==> config.mk <==
export PLATFORM = sky130hd
export DESIGN_NAME = psag_top
export DESIGN_NICKNAME = d
export VERILOG_FILES = /design/src/psag_pkg.sv /design/src/psag_top.sv
export SDC_FILE = /design/constraint.sdc
export NUM_CORES = 1
export LEC_CHECK = 0
export BUFFER_PORTS_ARGS = -buffer_cell sky130_fd_sc_hd__buf_2
export CELL_PAD_IN_SITES_DETAIL_PLACEMENT = 0
export CELL_PAD_IN_SITES_GLOBAL_PLACEMENT = 2
export CORE_AREA = 3 3 162 101
export DETAILED_ROUTE_END_ITERATION = 7
export DIE_AREA = 0 0 165 104
export PLACE_DENSITY = 0.83
export SLEW_MARGIN = 10
export SYNTH_ARGS = -nofsm -noshare
export SYNTH_HDL_FRONTEND = slang
export SYNTH_SLANG_ARGS = --single-unit
==> constraint.sdc <==
create_clock -name clock -period 2.6 [get_ports clock]
set_input_delay 0.13 -clock clock [delete_from_list [all_inputs] [get_ports clock]]
set_output_delay 0.13 -clock clock [all_outputs]
set_load 0.02 [all_outputs]
==> src/psag_pkg.sv <==
// constants and types for the program space address generator
package psag_pkg;
	localparam int PA_W   = 24;
	localparam int DW     = 16;
	localparam int PAGE_W = 8;
	localparam int IDX_W  = 4;
	localparam int CFG_BIT = 7;
	localparam int REMAP_EN_BIT = 2;
	localparam int REG_AW = 4;
	localparam logic [3:0] ADDR_TABLE_PAGE = 4'h0;
	localparam logic [3:0] ADDR_VIS_PAGE   = 4'h1;
	localparam logic [3:0] ADDR_CORE_CTRL  = 4'h2;
	localparam logic [3:0] ADDR_STATUS     = 4'h3;
	localparam logic [7:0] TABLE_PAGE_RST  = 8'h00;
	localparam logic [7:0] VIS_PAGE_RST    = 8'h00;
	localparam logic [15:0] CORE_CTRL_RST  = 16'h0000;
	typedef enum logic [1:0] {
		PSAG_FETCH,
		PSAG_TABLE,
		PSAG_DATA
	} psag_access_t;
	typedef enum logic [1:0] {
		PSAG_TBL_READ_LOW,
		PSAG_TBL_READ_HIGH,
		PSAG_TBL_WRITE_LOW,
		PSAG_TBL_WRITE_HIGH
	} psag_tbl_op_t;
endpackage

==> src/psag_top.sv <==
// program space address generation, table read data steering and bit reversal
`timescale 1ns/1ps
//
// Contract
// mirror the 4-bit index bits to give the bit-reversed entry.
// program words are 24 bits, data words 16 bits.
// table address is table_page above the full 16-bit effective address.
// table_page bit 7 picks user (0) or configuration (1) space.
// remap address is visibility_page joined above effective address bits 14..0.
// remap path forces program address bit 23 to zero.
// remap program address bit 15 comes from visibility_page bit 0.
// remap and fetch addresses have bit 0 forced to zero.
// table accesses take unaligned addresses and may reach configuration space.
// low read, word mode returns program bits 15..0.
// low read, byte mode returns upper byte if select is 1, else lower.
// high read, word mode returns bits 23..16 with zero upper byte.
// high read, byte mode, select 1 returns zero phantom byte.
// program counter advances by two per program word.
// low table ops touch bits 15..0; high ones touch only bits 23..16.
// remapped space is read-only and shows only the low word.
// table page spans 32K words, visibility page 16K words.
// remap only when address bit 15 and remap_enable are both set.
// remap suppressed while a table read or write is in progress.
// address source chosen by access type; byte select is address bit 0.
module psag_top (
	input  wire logic                 clock,
	input  wire logic                 rst_n,
	input  wire logic [3:0]           reg_addr,
	input  wire logic [15:0]          reg_wdata,
	input  wire logic                 reg_wr,
	input  wire logic                 reg_rd,
	output logic      [15:0]          reg_rdata,
	input  wire logic                 acc_valid,
	input  wire psag_pkg::psag_access_t acc_type,
	input  wire psag_pkg::psag_tbl_op_t tbl_op,
	input  wire logic                 tbl_byte_mode,
	input  wire logic [15:0]          eff_addr,
	input  wire logic [15:0]          tbl_wdata,
	input  wire logic [22:0]          pc,
	input  wire logic [3:0]           rev_index,
	input  wire logic [23:0]          pm_rdata,
	output logic                      pm_rd,
	output logic                      pm_wr,
	output logic      [23:0]          pm_addr,
	output logic      [23:0]          pm_wdata,
	output logic      [2:0]           pm_wmask,
	output logic                      pm_cfg_space,
	output logic                      rd_valid,
	output logic      [15:0]          rd_data,
	output logic      [3:0]           rev_out,
	output logic                      remap_denied
);
	logic [7:0]  table_page_r;
	logic [7:0]  visibility_page_r;
	logic [15:0] core_control_r;
	logic        remap_enable;
	logic        tbl_busy_r;
	// low-order select and read kind held for steering next cycle's returned word
	logic        sel_byte_r;
	logic        byte_mode_r;
	psag_pkg::psag_tbl_op_t op_r;
	logic        is_table_rd_r;
	logic        rd_pend_r;
	logic        is_remap;
	logic        is_table;
	logic        is_fetch;
	logic [23:0] addr_nxt;
	logic [15:0] steer_nxt;
	logic        tbl_write;

	assign remap_enable = core_control_r[psag_pkg::REMAP_EN_BIT];
	assign is_table = acc_valid && acc_type == psag_pkg::PSAG_TABLE;
	assign is_fetch = acc_valid && acc_type == psag_pkg::PSAG_FETCH;
	// table activity blocks visibility so the two never fight for the array
	assign is_remap = acc_valid && acc_type == psag_pkg::PSAG_DATA && eff_addr[15]
		&& remap_enable && !tbl_busy_r && !is_table;
	assign tbl_write = is_table && (tbl_op == psag_pkg::PSAG_TBL_WRITE_LOW
		|| tbl_op == psag_pkg::PSAG_TBL_WRITE_HIGH);

	// register file
	always_ff @(posedge clock or negedge rst_n) begin
		if (!rst_n) begin
			table_page_r      <= psag_pkg::TABLE_PAGE_RST;
			visibility_page_r <= psag_pkg::VIS_PAGE_RST;
			core_control_r    <= psag_pkg::CORE_CTRL_RST;
		end else if (reg_wr) begin
			case (reg_addr)
				psag_pkg::ADDR_TABLE_PAGE: table_page_r <= reg_wdata[7:0];
				psag_pkg::ADDR_VIS_PAGE: visibility_page_r <= reg_wdata[7:0];
				psag_pkg::ADDR_CORE_CTRL: core_control_r <= reg_wdata;
				default: ;
			endcase
		end
	end

	always_ff @(posedge clock or negedge rst_n) begin
		if (!rst_n) begin
			reg_rdata <= 16'h0000;
		end else if (reg_rd) begin
			case (reg_addr)
				psag_pkg::ADDR_TABLE_PAGE: reg_rdata <= {8'h00, table_page_r};
				psag_pkg::ADDR_VIS_PAGE: reg_rdata <= {8'h00, visibility_page_r};
				psag_pkg::ADDR_CORE_CTRL: reg_rdata <= core_control_r;
				psag_pkg::ADDR_STATUS: reg_rdata <= {13'h0000, remap_enable,
					tbl_busy_r, rd_pend_r};
				default: reg_rdata <= 16'h0000;
			endcase
		end else begin
			reg_rdata <= 16'h0000;
		end
	end

	// program address selection
	always_comb begin
		addr_nxt = 24'h000000;
		if (is_table) begin
			// full byte address, unaligned allowed; page spans 32K words
			addr_nxt = {table_page_r, eff_addr};
		end else if (is_remap) begin
			// eff_addr[15] is dropped; page spans 16K words
			addr_nxt = {1'b0, visibility_page_r, eff_addr[14:1], 1'b0};
		end else if (is_fetch) begin
			// pc counts in steps of two per 24-bit word
			addr_nxt = {1'b0, pc[22:1], 1'b0};
		end
	end

	always_ff @(posedge clock or negedge rst_n) begin
		if (!rst_n) begin
			pm_addr      <= 24'h000000;
			pm_rd        <= 1'b0;
			pm_wr        <= 1'b0;
			pm_wdata     <= 24'h000000;
			pm_wmask     <= 3'h0;
			pm_cfg_space <= 1'b0;
		end else begin
			pm_addr      <= addr_nxt;
			pm_rd        <= is_fetch || is_remap || (is_table && !tbl_write);
			// remapped path never writes
			pm_wr        <= tbl_write;
			pm_cfg_space <= is_table && table_page_r[psag_pkg::CFG_BIT];
			pm_wdata     <= 24'h000000;
			pm_wmask     <= 3'h0;
			if (tbl_write) begin
				if (tbl_op == psag_pkg::PSAG_TBL_WRITE_LOW) begin
					pm_wdata <= {8'h00, tbl_wdata};
					if (!tbl_byte_mode)
						pm_wmask <= 3'h3;
					else if (eff_addr[0])
						pm_wmask <= 3'h2;
					else
						pm_wmask <= 3'h1;
				end else begin
					// high byte only; phantom byte write has no target
					pm_wdata <= {tbl_wdata[7:0], 16'h0000};
					pm_wmask <= (tbl_byte_mode && eff_addr[0]) ? 3'h0 : 3'h4;
				end
			end
		end
	end

	// table in flight flag: one cycle after a table access is issued
	always_ff @(posedge clock or negedge rst_n) begin
		if (!rst_n) begin
			tbl_busy_r    <= 1'b0;
			rd_pend_r     <= 1'b0;
			is_table_rd_r <= 1'b0;
			sel_byte_r    <= 1'b0;
			byte_mode_r   <= 1'b0;
			op_r          <= psag_pkg::PSAG_TBL_READ_LOW;
			remap_denied  <= 1'b0;
		end else begin
			tbl_busy_r    <= is_table;
			rd_pend_r     <= (is_table && !tbl_write) || is_remap;
			is_table_rd_r <= is_table && !tbl_write;
			sel_byte_r    <= eff_addr[0];
			byte_mode_r   <= tbl_byte_mode;
			op_r          <= tbl_op;
			remap_denied  <= acc_valid && acc_type == psag_pkg::PSAG_DATA
				&& eff_addr[15] && remap_enable && !is_remap;
		end
	end

	// steering of the 24-bit word returned onto the 16-bit data side
	always_comb begin
		steer_nxt = pm_rdata[15:0];
		if (is_table_rd_r) begin
			if (op_r == psag_pkg::PSAG_TBL_READ_HIGH) begin
				if (!byte_mode_r)
					steer_nxt = {8'h00, pm_rdata[23:16]};
				else if (sel_byte_r)
					steer_nxt = 16'h0000;
				else
					steer_nxt = {8'h00, pm_rdata[23:16]};
			end else begin
				if (!byte_mode_r)
					steer_nxt = pm_rdata[15:0];
				else if (sel_byte_r)
					steer_nxt = {8'h00, pm_rdata[15:8]};
				else
					steer_nxt = {8'h00, pm_rdata[7:0]};
			end
		end
	end

	always_ff @(posedge clock or negedge rst_n) begin
		if (!rst_n) begin
			rd_valid <= 1'b0;
			rd_data  <= 16'h0000;
		end else begin
			rd_valid <= rd_pend_r;
			rd_data  <= rd_pend_r ? steer_nxt : 16'h0000;
		end
	end

	// bit reversal of the index
	always_ff @(posedge clock or negedge rst_n) begin
		if (!rst_n)
			rev_out <= 4'h0;
		else
			rev_out <= {rev_index[0], rev_index[1], rev_index[2], rev_index[3]};
	end

	a_rev_mirror: assert property (@(posedge clock) disable iff (!rst_n)
		1'b1 |=> rev_out == {$past(rev_index[0]), $past(rev_index[1]),
			$past(rev_index[2]), $past(rev_index[3])})
		else $error("bit reversal wrong");
	a_table_addr: assert property (@(posedge clock) disable iff (!rst_n)
		is_table |=> pm_addr == {$past(table_page_r), $past(eff_addr)})
		else $error("table address wrong");
	a_cfg_space: assert property (@(posedge clock) disable iff (!rst_n)
		is_table |=> pm_cfg_space == $past(table_page_r[7]))
		else $error("config space select wrong");
	a_remap_addr: assert property (@(posedge clock) disable iff (!rst_n)
		is_remap |=> pm_addr[23] == 1'b0 && pm_addr[0] == 1'b0
			&& pm_addr[22:15] == $past(visibility_page_r)
			&& pm_addr[14:1] == $past(eff_addr[14:1]))
		else $error("remap address wrong");
	a_remap_gate: assert property (@(posedge clock) disable iff (!rst_n)
		(acc_valid && acc_type == psag_pkg::PSAG_DATA && (!eff_addr[15] || !remap_enable))
			|=> !pm_rd)
		else $error("remap without enable");
	a_remap_block: assert property (@(posedge clock) disable iff (!rst_n)
		tbl_busy_r |-> !is_remap)
		else $error("remap during table op");
	a_fetch_align: assert property (@(posedge clock) disable iff (!rst_n)
		is_fetch |=> pm_addr[0] == 1'b0 && pm_addr[22:1] == $past(pc[22:1]))
		else $error("fetch address wrong");
	a_phantom_zero: assert property (@(posedge clock) disable iff (!rst_n)
		(is_table && tbl_op == psag_pkg::PSAG_TBL_READ_HIGH && tbl_byte_mode && eff_addr[0])
			|-> ##2 rd_valid && rd_data == 16'h0000)
		else $error("phantom byte not zero");
	a_high_word: assert property (@(posedge clock) disable iff (!rst_n)
		(is_table && tbl_op == psag_pkg::PSAG_TBL_READ_HIGH && !tbl_byte_mode)
			|-> ##2 rd_data[15:8] == 8'h00)
		else $error("high word upper byte nonzero");
	a_remap_ro: assert property (@(posedge clock) disable iff (!rst_n)
		is_remap |=> !pm_wr)
		else $error("remap wrote");

	// address formation per access type

	a_cfg_user: assert property (@(posedge clock) disable iff (!rst_n)
		(is_table && !table_page_r[psag_pkg::CFG_BIT]) |=> !pm_cfg_space)
		else $error("user table access marked config");

	a_remap_user: assert property (@(posedge clock) disable iff (!rst_n)
		is_remap |=> !pm_cfg_space && pm_addr[23] == 1'b0)
		else $error("remap left user space");

	a_remap_bit15: assert property (@(posedge clock) disable iff (!rst_n)
		is_remap |=> pm_addr[15] == $past(visibility_page_r[0]))
		else $error("remap bit 15 not from page");

	a_remap_align: assert property (@(posedge clock) disable iff (!rst_n)
		is_remap |=> pm_addr[0] == 1'b0)
		else $error("remap address unaligned");

	a_table_unalign: assert property (@(posedge clock) disable iff (!rst_n)
		is_table |=> pm_addr[0] == $past(eff_addr[0]))
		else $error("table byte address altered");

	a_table_span: assert property (@(posedge clock) disable iff (!rst_n)
		is_table |=> pm_addr[23:16] == $past(table_page_r))
		else $error("table page span wrong");

	a_fetch_user: assert property (@(posedge clock) disable iff (!rst_n)
		is_fetch |=> pm_addr[23] == 1'b0 && !pm_cfg_space)
		else $error("fetch left user space");

	a_fetch_read: assert property (@(posedge clock) disable iff (!rst_n)
		is_fetch |=> pm_rd && !pm_wr)
		else $error("fetch not a read");

	a_table_read: assert property (@(posedge clock) disable iff (!rst_n)
		(is_table && !tbl_write) |=> pm_rd && !pm_wr)
		else $error("table read not a read");

	// read data steering, two cycles after the access

	a_low_word: assert property (@(posedge clock) disable iff (!rst_n)
		(is_table && tbl_op == psag_pkg::PSAG_TBL_READ_LOW && !tbl_byte_mode)
			|-> ##2 rd_valid && rd_data == $past(pm_rdata[15:0]))
		else $error("low word read wrong");

	a_low_upper: assert property (@(posedge clock) disable iff (!rst_n)
		(is_table && tbl_op == psag_pkg::PSAG_TBL_READ_LOW && tbl_byte_mode && eff_addr[0])
			|-> ##2 rd_data == {8'h00, $past(pm_rdata[15:8])})
		else $error("low upper byte wrong");

	a_low_lower: assert property (@(posedge clock) disable iff (!rst_n)
		(is_table && tbl_op == psag_pkg::PSAG_TBL_READ_LOW && tbl_byte_mode && !eff_addr[0])
			|-> ##2 rd_data == {8'h00, $past(pm_rdata[7:0])})
		else $error("low lower byte wrong");

	a_high_data: assert property (@(posedge clock) disable iff (!rst_n)
		(is_table && tbl_op == psag_pkg::PSAG_TBL_READ_HIGH && !tbl_byte_mode)
			|-> ##2 rd_data[7:0] == $past(pm_rdata[23:16]))
		else $error("high word data wrong");

	a_high_byte: assert property (@(posedge clock) disable iff (!rst_n)
		(is_table && tbl_op == psag_pkg::PSAG_TBL_READ_HIGH && tbl_byte_mode && !eff_addr[0])
			|-> ##2 rd_data == {8'h00, $past(pm_rdata[23:16])})
		else $error("high byte read wrong");

	a_remap_low: assert property (@(posedge clock) disable iff (!rst_n)
		is_remap |-> ##2 rd_valid && rd_data == $past(pm_rdata[15:0]))
		else $error("remap data not low word");

	a_rd_pulse: assert property (@(posedge clock) disable iff (!rst_n)
		!rd_pend_r |=> !rd_valid && rd_data == 16'h0000)
		else $error("read data outside its cycle");

	// write lanes

	a_wr_low_lanes: assert property (@(posedge clock) disable iff (!rst_n)
		(is_table && tbl_op == psag_pkg::PSAG_TBL_WRITE_LOW) |=> pm_wr && !pm_wmask[2])
		else $error("low write touched high byte");

	a_wr_lo_sel: assert property (@(posedge clock) disable iff (!rst_n)
		(is_table && tbl_op == psag_pkg::PSAG_TBL_WRITE_LOW && tbl_byte_mode && !eff_addr[0])
			|=> pm_wmask == 3'h1)
		else $error("low byte write lane wrong");

	a_wr_hi_sel: assert property (@(posedge clock) disable iff (!rst_n)
		(is_table && tbl_op == psag_pkg::PSAG_TBL_WRITE_LOW && tbl_byte_mode && eff_addr[0])
			|=> pm_wmask == 3'h2)
		else $error("upper byte write lane wrong");

	a_wr_high_lanes: assert property (@(posedge clock) disable iff (!rst_n)
		(is_table && tbl_op == psag_pkg::PSAG_TBL_WRITE_HIGH) |=> pm_wr && pm_wmask[1:0] == 2'h0)
		else $error("high write touched low word");

	a_wr_high_data: assert property (@(posedge clock) disable iff (!rst_n)
		(is_table && tbl_op == psag_pkg::PSAG_TBL_WRITE_HIGH)
			|=> pm_wdata[23:16] == $past(tbl_wdata[7:0]))
		else $error("high write data wrong");

	// a refused remap never reaches the array
	a_denied_idle: assert property (@(posedge clock) disable iff (!rst_n)
		remap_denied |-> !pm_rd)
		else $error("denied remap still read");
endmodule

# Yosys cells after proc, flatten, opt, wreduce, memory -nomap -nowiden
# Index checks and enable logic that the tools add are counted.
# word_totals
latch_bits	0
mem_count	0
ramBits	0
input_bits	113
reg_bits	131
word_cells	72
mem_bits_ro	0
out_inout_bits	92
# classes
mul	0
n_bitwise	0
div_mod_pow	0
n_mux	19
n_reduce_logical	25
magnitude_cmp	0
eq_ne	8
n_addsub	0
n_shift	0
# op_table
operator	n
$mux W16	5
$mux W24	3
$pmux W16 S4	1
$mux W23	2
$mux W8	3
$logic_and A1 B1 Y1	12
$mux W3	3
$eq A4 B2 Y1 const B	2
$eq A2 B2 Y1 const B	3
$reduce_and A2 Y1	3
$eq A2 B1 Y1 const B	2
$eq A4 B1 Y1 const B	1
$logic_not A1 Y1	4
$logic_not A4 Y1	1
$logic_or A1 B1 Y1	4
$mux W2	2
$logic_not A2 Y1	1

# Longest topological paths before layout
# logic_depth
word_depth	8
depth_mapped	5
mapped_depth_nobuf	4

# Least setup slack after synthesis
# No wires, ideal clock.
# synth_path
path_type	register -> register
from	register op_r[1]
to	register rd_data[0]
slack_ps	1330
arrival_time_ps	1125
synth_period_minus_slack_ps	1270
path_stages_with_launch	5
setup_time_ps	146
path_buffers	1
required_ps	2454
cell_sequence	dfrtp_1 nand2b_1 clkbuf_1 a21boi_1 o22ai_1
# synth_between
elab_chain_len	4
# synth_lines
element	line	text
start, declared	psag_top.sv:61	psag_pkg::psag_tbl_op_t op_r;
start signal, assigned	psag_top.sv:170	op_r <= psag_pkg::PSAG_TBL_READ_LOW;
start signal, assigned	psag_top.sv:178	op_r <= tbl_op;
$eq A2 B1 Y1	psag_top.sv:188	if (op_r == psag_pkg::PSAG_TBL_READ_HIGH) begin
$mux W16	psag_top.sv:188	
$mux W16	psag_top.sv:187	if (is_table_rd_r) begin
$mux W16	psag_top.sv:212	rd_data <= rd_pend_r ? steer_nxt : 16'h0000;
end signal, assigned	psag_top.sv:212	
end, declared	psag_top.sv:49	output logic [15:0] rd_data,
# No other way between the ends.
# A chain may end at the register's enable or synchronous reset.

# Worst setup path in the final report
# layout_path
from	input acc_type[1]
to	register pm_addr[2]
# layout_between
elab_chain_len	8
elab_cells_between_ends	14
classes_between	eq/ne (2); mux (3); reduce/logical (9)
# layout_lines
element	line	text
start, declared	psag_top.sv:34	input wire psag_pkg::psag_access_t acc_type,
$eq A2 B2 Y1	psag_top.sv:75	assign is_remap = acc_valid && acc_type == psag_pkg::PSAG_DATA && eff_addr[15]
$logic_and A1 B1 Y1 (2 in a row)	psag_top.sv:75	
$logic_and A1 B1 Y1 (3 in a row)	psag_top.sv:76	&& remap_enable && !tbl_busy_r && !is_table;
$mux W23	psag_top.sv:119	end else if (is_remap) begin
$mux W24 (*)	psag_top.sv:116	if (is_table) begin
via addr_nxt[2]	psag_top.sv:67	logic [23:0] addr_nxt;
end signal, assigned	psag_top.sv:137	pm_addr <= addr_nxt;
end, declared	psag_top.sv:44	output logic [23:0] pm_addr,
# The timed path passes the listed nets; every way through them passes the cells marked *.

==> results by group <==
Yosys
  • Post-synthesis simple-gate area fraction: 11.8%
  • Synth top area cells: dfrtp_1 66%, mux2_2 6.0%, and2_1 4.3%, a22o_1 3.9%, mux2_4 3.1%
  • Syn Inst Count: 343
  • Synthesized area per cell: 14.3 µm²
  • Largest family of logic cells by synthesized area: simple AND/OR/NAND/NOR gates
  • Most common cell in the synthesized netlist: dfrtp_1
  • Commonest register cell after synthesis: dfrtp_1
  • Post-Syn Nets: 456
  • Register bit total from synthesis: 130
  • Adder-cell share of the synthesized area: 0%
  • Post-synthesis xor/xnor area fraction: 0%
  • Synth Area in Compound Gates: 9.93%
  • Mapped Area: 4910 µm²
  • Synth cell count leaders: 130 x dfrtp_1, 34 x and2_1, 26 x mux2_2
  • Synth unique cells: 40
  • Post-synthesis mux area share: 10.0%
  • Post-synth ARST share: 100%
  • Synth area leader: dfrtp_1
  • Top cell type's share of synthesized area: 66.2%
  • Sequential share of the synthesized area: 66.2%
  • Post-synth EDFFs: 0
  • Synth Warn #: 0

Critical path
  • CP Buf/Inv Count: 4
  • Worst reg2reg path endpoint: pm_addr[2]$_DFF_PN0_
  • CP top delay family: buffers and inverters
  • Crit path launch type: input port
  • Worst Path Arrival: 2.51 ns
  • R2R depth: 4
  • Most frequent CP cell: dlygate4sd3_1
  • Crit path largest cell delay: 0.63 ns
  • CP required: 2.94 ns
  • Crit path max fanout: 14
  • Crit. End Element: register
  • CP max stage cell: nor3b_2
  • Worst R2R Start: tbl_busy_r$_DFF_PN0_
  • Worst R2R Setup Slack: 0.64 ns
  • WS Path Type: input port to register
  • Crit path cell chain: dlygate4sd3_1 -> buf_2 -> nor3b_2 -> buf_4 -> a22o_1 -> dlygate4sd3_1

Cells and area
  • Util after Layout: 50.1%
  • Finished Layout Cells: 852
  • Layout cell share with drive strength beyond 1: 44.2%
  • Area delta synth->final: 54.0%
  • NumNets Final: 751
  • Ant. Diodes: 0

Timing
  • Final setup violation count: 0
  • Setup TNS: 0 ns
  • Worst Skew: 0.0120 ns
  • RSZ-0062 raised after global routing: false
  • Max-slew headroom: 46.2%
  • Hold_ws: 0.0192 ns
  • Post-layout minimum cycle time: 2.18 ns
  • Slew Limit Fails: 0
  • Fmax: 459 MHz
  • Final Hold Fails: 0
  • Measured slew at the worst slew-check pin: 0.800 ns
  • Final period utilization: 83.7%
  • PnR worst setup slack: 0.423 ns

Placed design
  • Inst Count DP: 738
  • # port buffers: 203
  • Global placement routability congestion: 0.756
  • Pre-CTS WS: 0.759 ns
  • Dpl hpwl: 9380 µm

Global route
  • Congestion Overflow GR: 0
  • First-pass GRT wire length: 21300 µm
  • GRT Total Usage: 16.1%
  • Initial antenna violation count: 0
  • Number of global-route vias before repair: 4107
  • Largest net degree at the start of global routing: 84

Route
  • ANT nets after route: 0
  • # DRC: 0
  • DR vias: 3841
  • WL final: 13600 µm
  • Avg Vias per Cell: 4.51
  • DRT Pass-1 Iters: 4
  • Initial DRC count: 200
  • WL/cell: 15.9 µm

Flow run
  • Reported max-cap violation count: 0

Clock tree
  • CTS tree: yes
  • Latest clock arrival within the worst-skew pair: 0.40 ns
  • H-tree levels: 4
  • Worst-path clk slew: 0.05 ns
  • Clock tree root buffer cell: clkbuf_16
  • CTS max path bufs: 2
  • Clock sink count: 130
  • CTS buffer count: 17
  • Post-CTS Resized: 0
  • Postcts setup bufs: 0
  • Hold-fix buffers at CTS: 84

Floorplanning
  • Die height: 104 µm
  • Die Width: 165 µm
  • Core area: 15100 µm²
  • Num ports: 205
  • Starting Density: 32.5%
  • Die area: 17200 µm²
  • Row cnt: 35

Power
  • Static Leak: 4.10 nW
  • PD cells: 698 nW/µm²
  • Worst VDD drop: 346 µV

Min path
  • Worst Hold Class: input port to register
  • Hold depth: 3
  • Hold Crit Endpoint: pm_rd$_DFF_PN0_
  • Hold path start: acc_valid

Run status
  • Status: completed
==> per-layer routing <==
| layer | global-route usage (%) | up-vias | routed length [µm] |
|---|---|---|---|
| li1 | - | 1798 | - |
| met1 | 20.5 | 1873 | 5930 |
| met2 | 26.5 | 161 | 6460 |
| met3 | 4.93 | 9 | 1090 |
| met4 | 4.37 | 0 | 114 |
| met5 | 0 | - | 0 |
==> worst max path at each step <==
stage | from | end | slack [ns] | depth (start not counted)
after global placement | op_r[1]$_DFF_PN0_ | rd_data[12]$_DFF_PN0_ | 0.72 | 3
final | acc_type[1] | pm_addr[2]$_DFF_PN0_ | 0.42 | 6
after detailed placement | op_r[1]$_DFF_PN0_ | rd_data[13]$_DFF_PN0_ | 0.76 | 3
after global routing | acc_type[1] | pm_addr[2]$_DFF_PN0_ | 0.31 | 6
after floorplan | op_r[1]$_DFF_PN0_ | rd_data[0]$_DFF_PN0_ | 1.33 | 4
after CTS | acc_type[1] | pm_addr[13]$_DFF_PN0_ | 0.40 | 6
==> placed cells by master, fill, tap and decap left out, types with 2 or more instances in the layout <==
master         netlist  final
and3b_1              8      8
mux2_2              26     26
a22o_1              22     22
a22oi_1             10     10
and3_1               2      2
o22ai_1              8      8
dfrtp_1            130    130
mux2_4              10     10
inv_1                3      3
a21boi_1             2      2
nor2_1               6      6
dlygate4sd3_1        0     84
and2_1              34     34
a21o_1               9      9
nand2b_1             2      2
nand2_1             19     19
buf_4                6      2
or2_2                5      5
a21oi_1              7      7
a21boi_0             4      4
clkinv_4             0      5
mux2i_1              5      5
buf_2                3    202
clkbuf_16            0     17
bufinv_16            0      3
clkinv_2             0      4
==> logic make-up (layout without fill, tap and decap cells) <==
kind of cell | Yosys count | count (layout)
DFF | 130 | 130
buffers and inverters | 18 | 324
muxes | 41 | 41
AOI/OAI and AO/OA | 65 | 65
and+or+nand+nor | 89 | 89
==> worst reg2reg max path, delay by kind of cell (launching register included) <==
kind	cells	cell delay [ns]
and+or+nand+nor	1	0.20
DFF	1	0.40
buffers and inverters	1	0.55
AOI/OAI and AO/OA	2	0.76
==> power by group <==
group	total [W]	internal, W	switching, W
registers	0.00228	0.00219	0.0000942
clock network	0.00237	0.00150	0.000874
logic	0.000627	0.000353	0.000274
total	0.00528	0.00404	0.00124
==> stage by stage <==
| step | instance area [µm²] | power (W) |
|---|---|---|
| final | 7570 | 0.00528 |
| after global routing | 7570 | 0.00554 |
| after CTS | 7570 | 0.00534 |
| after detailed placement | 6140 | 0.00285 |
| after global placement | 6140 | 0.00283 |
| after floorplan | 4910 | 0.00259 |
==> registers in the layout, summed over array words and instances, names as in the netlist <==
name,flops
byte_mode_r,1
core_control_r,16
is_table_rd_r,1
op_r,2
pm_addr,24
pm_rd,1
pm_wdata,24
pm_wmask,3
pm_wr,1
rd_data,16
rd_pend_r,1
rd_valid,1
reg_rdata,16
remap_denied,1
rev_out,4
sel_byte_r,1
table_page_r,8
tbl_busy_r,1
visibility_page_r,8
==> final cells by class <==
| class | count | area, µm² |
|---|---|---|
| Fill cell | 1362 | 7540 |
| Sequential cell | 130 | 3250 |
| Timing Repair Buffer | 290 | 1900 |
| Multi-Input combinational cell | 195 | 1560 |
| Clock buffer | 17 | 425 |
| Tap cell | 203 | 254 |
| Clock inverter | 13 | 163 |
| Inverter | 4 | 15.0 |
Power figures use the tool's default switching activity.
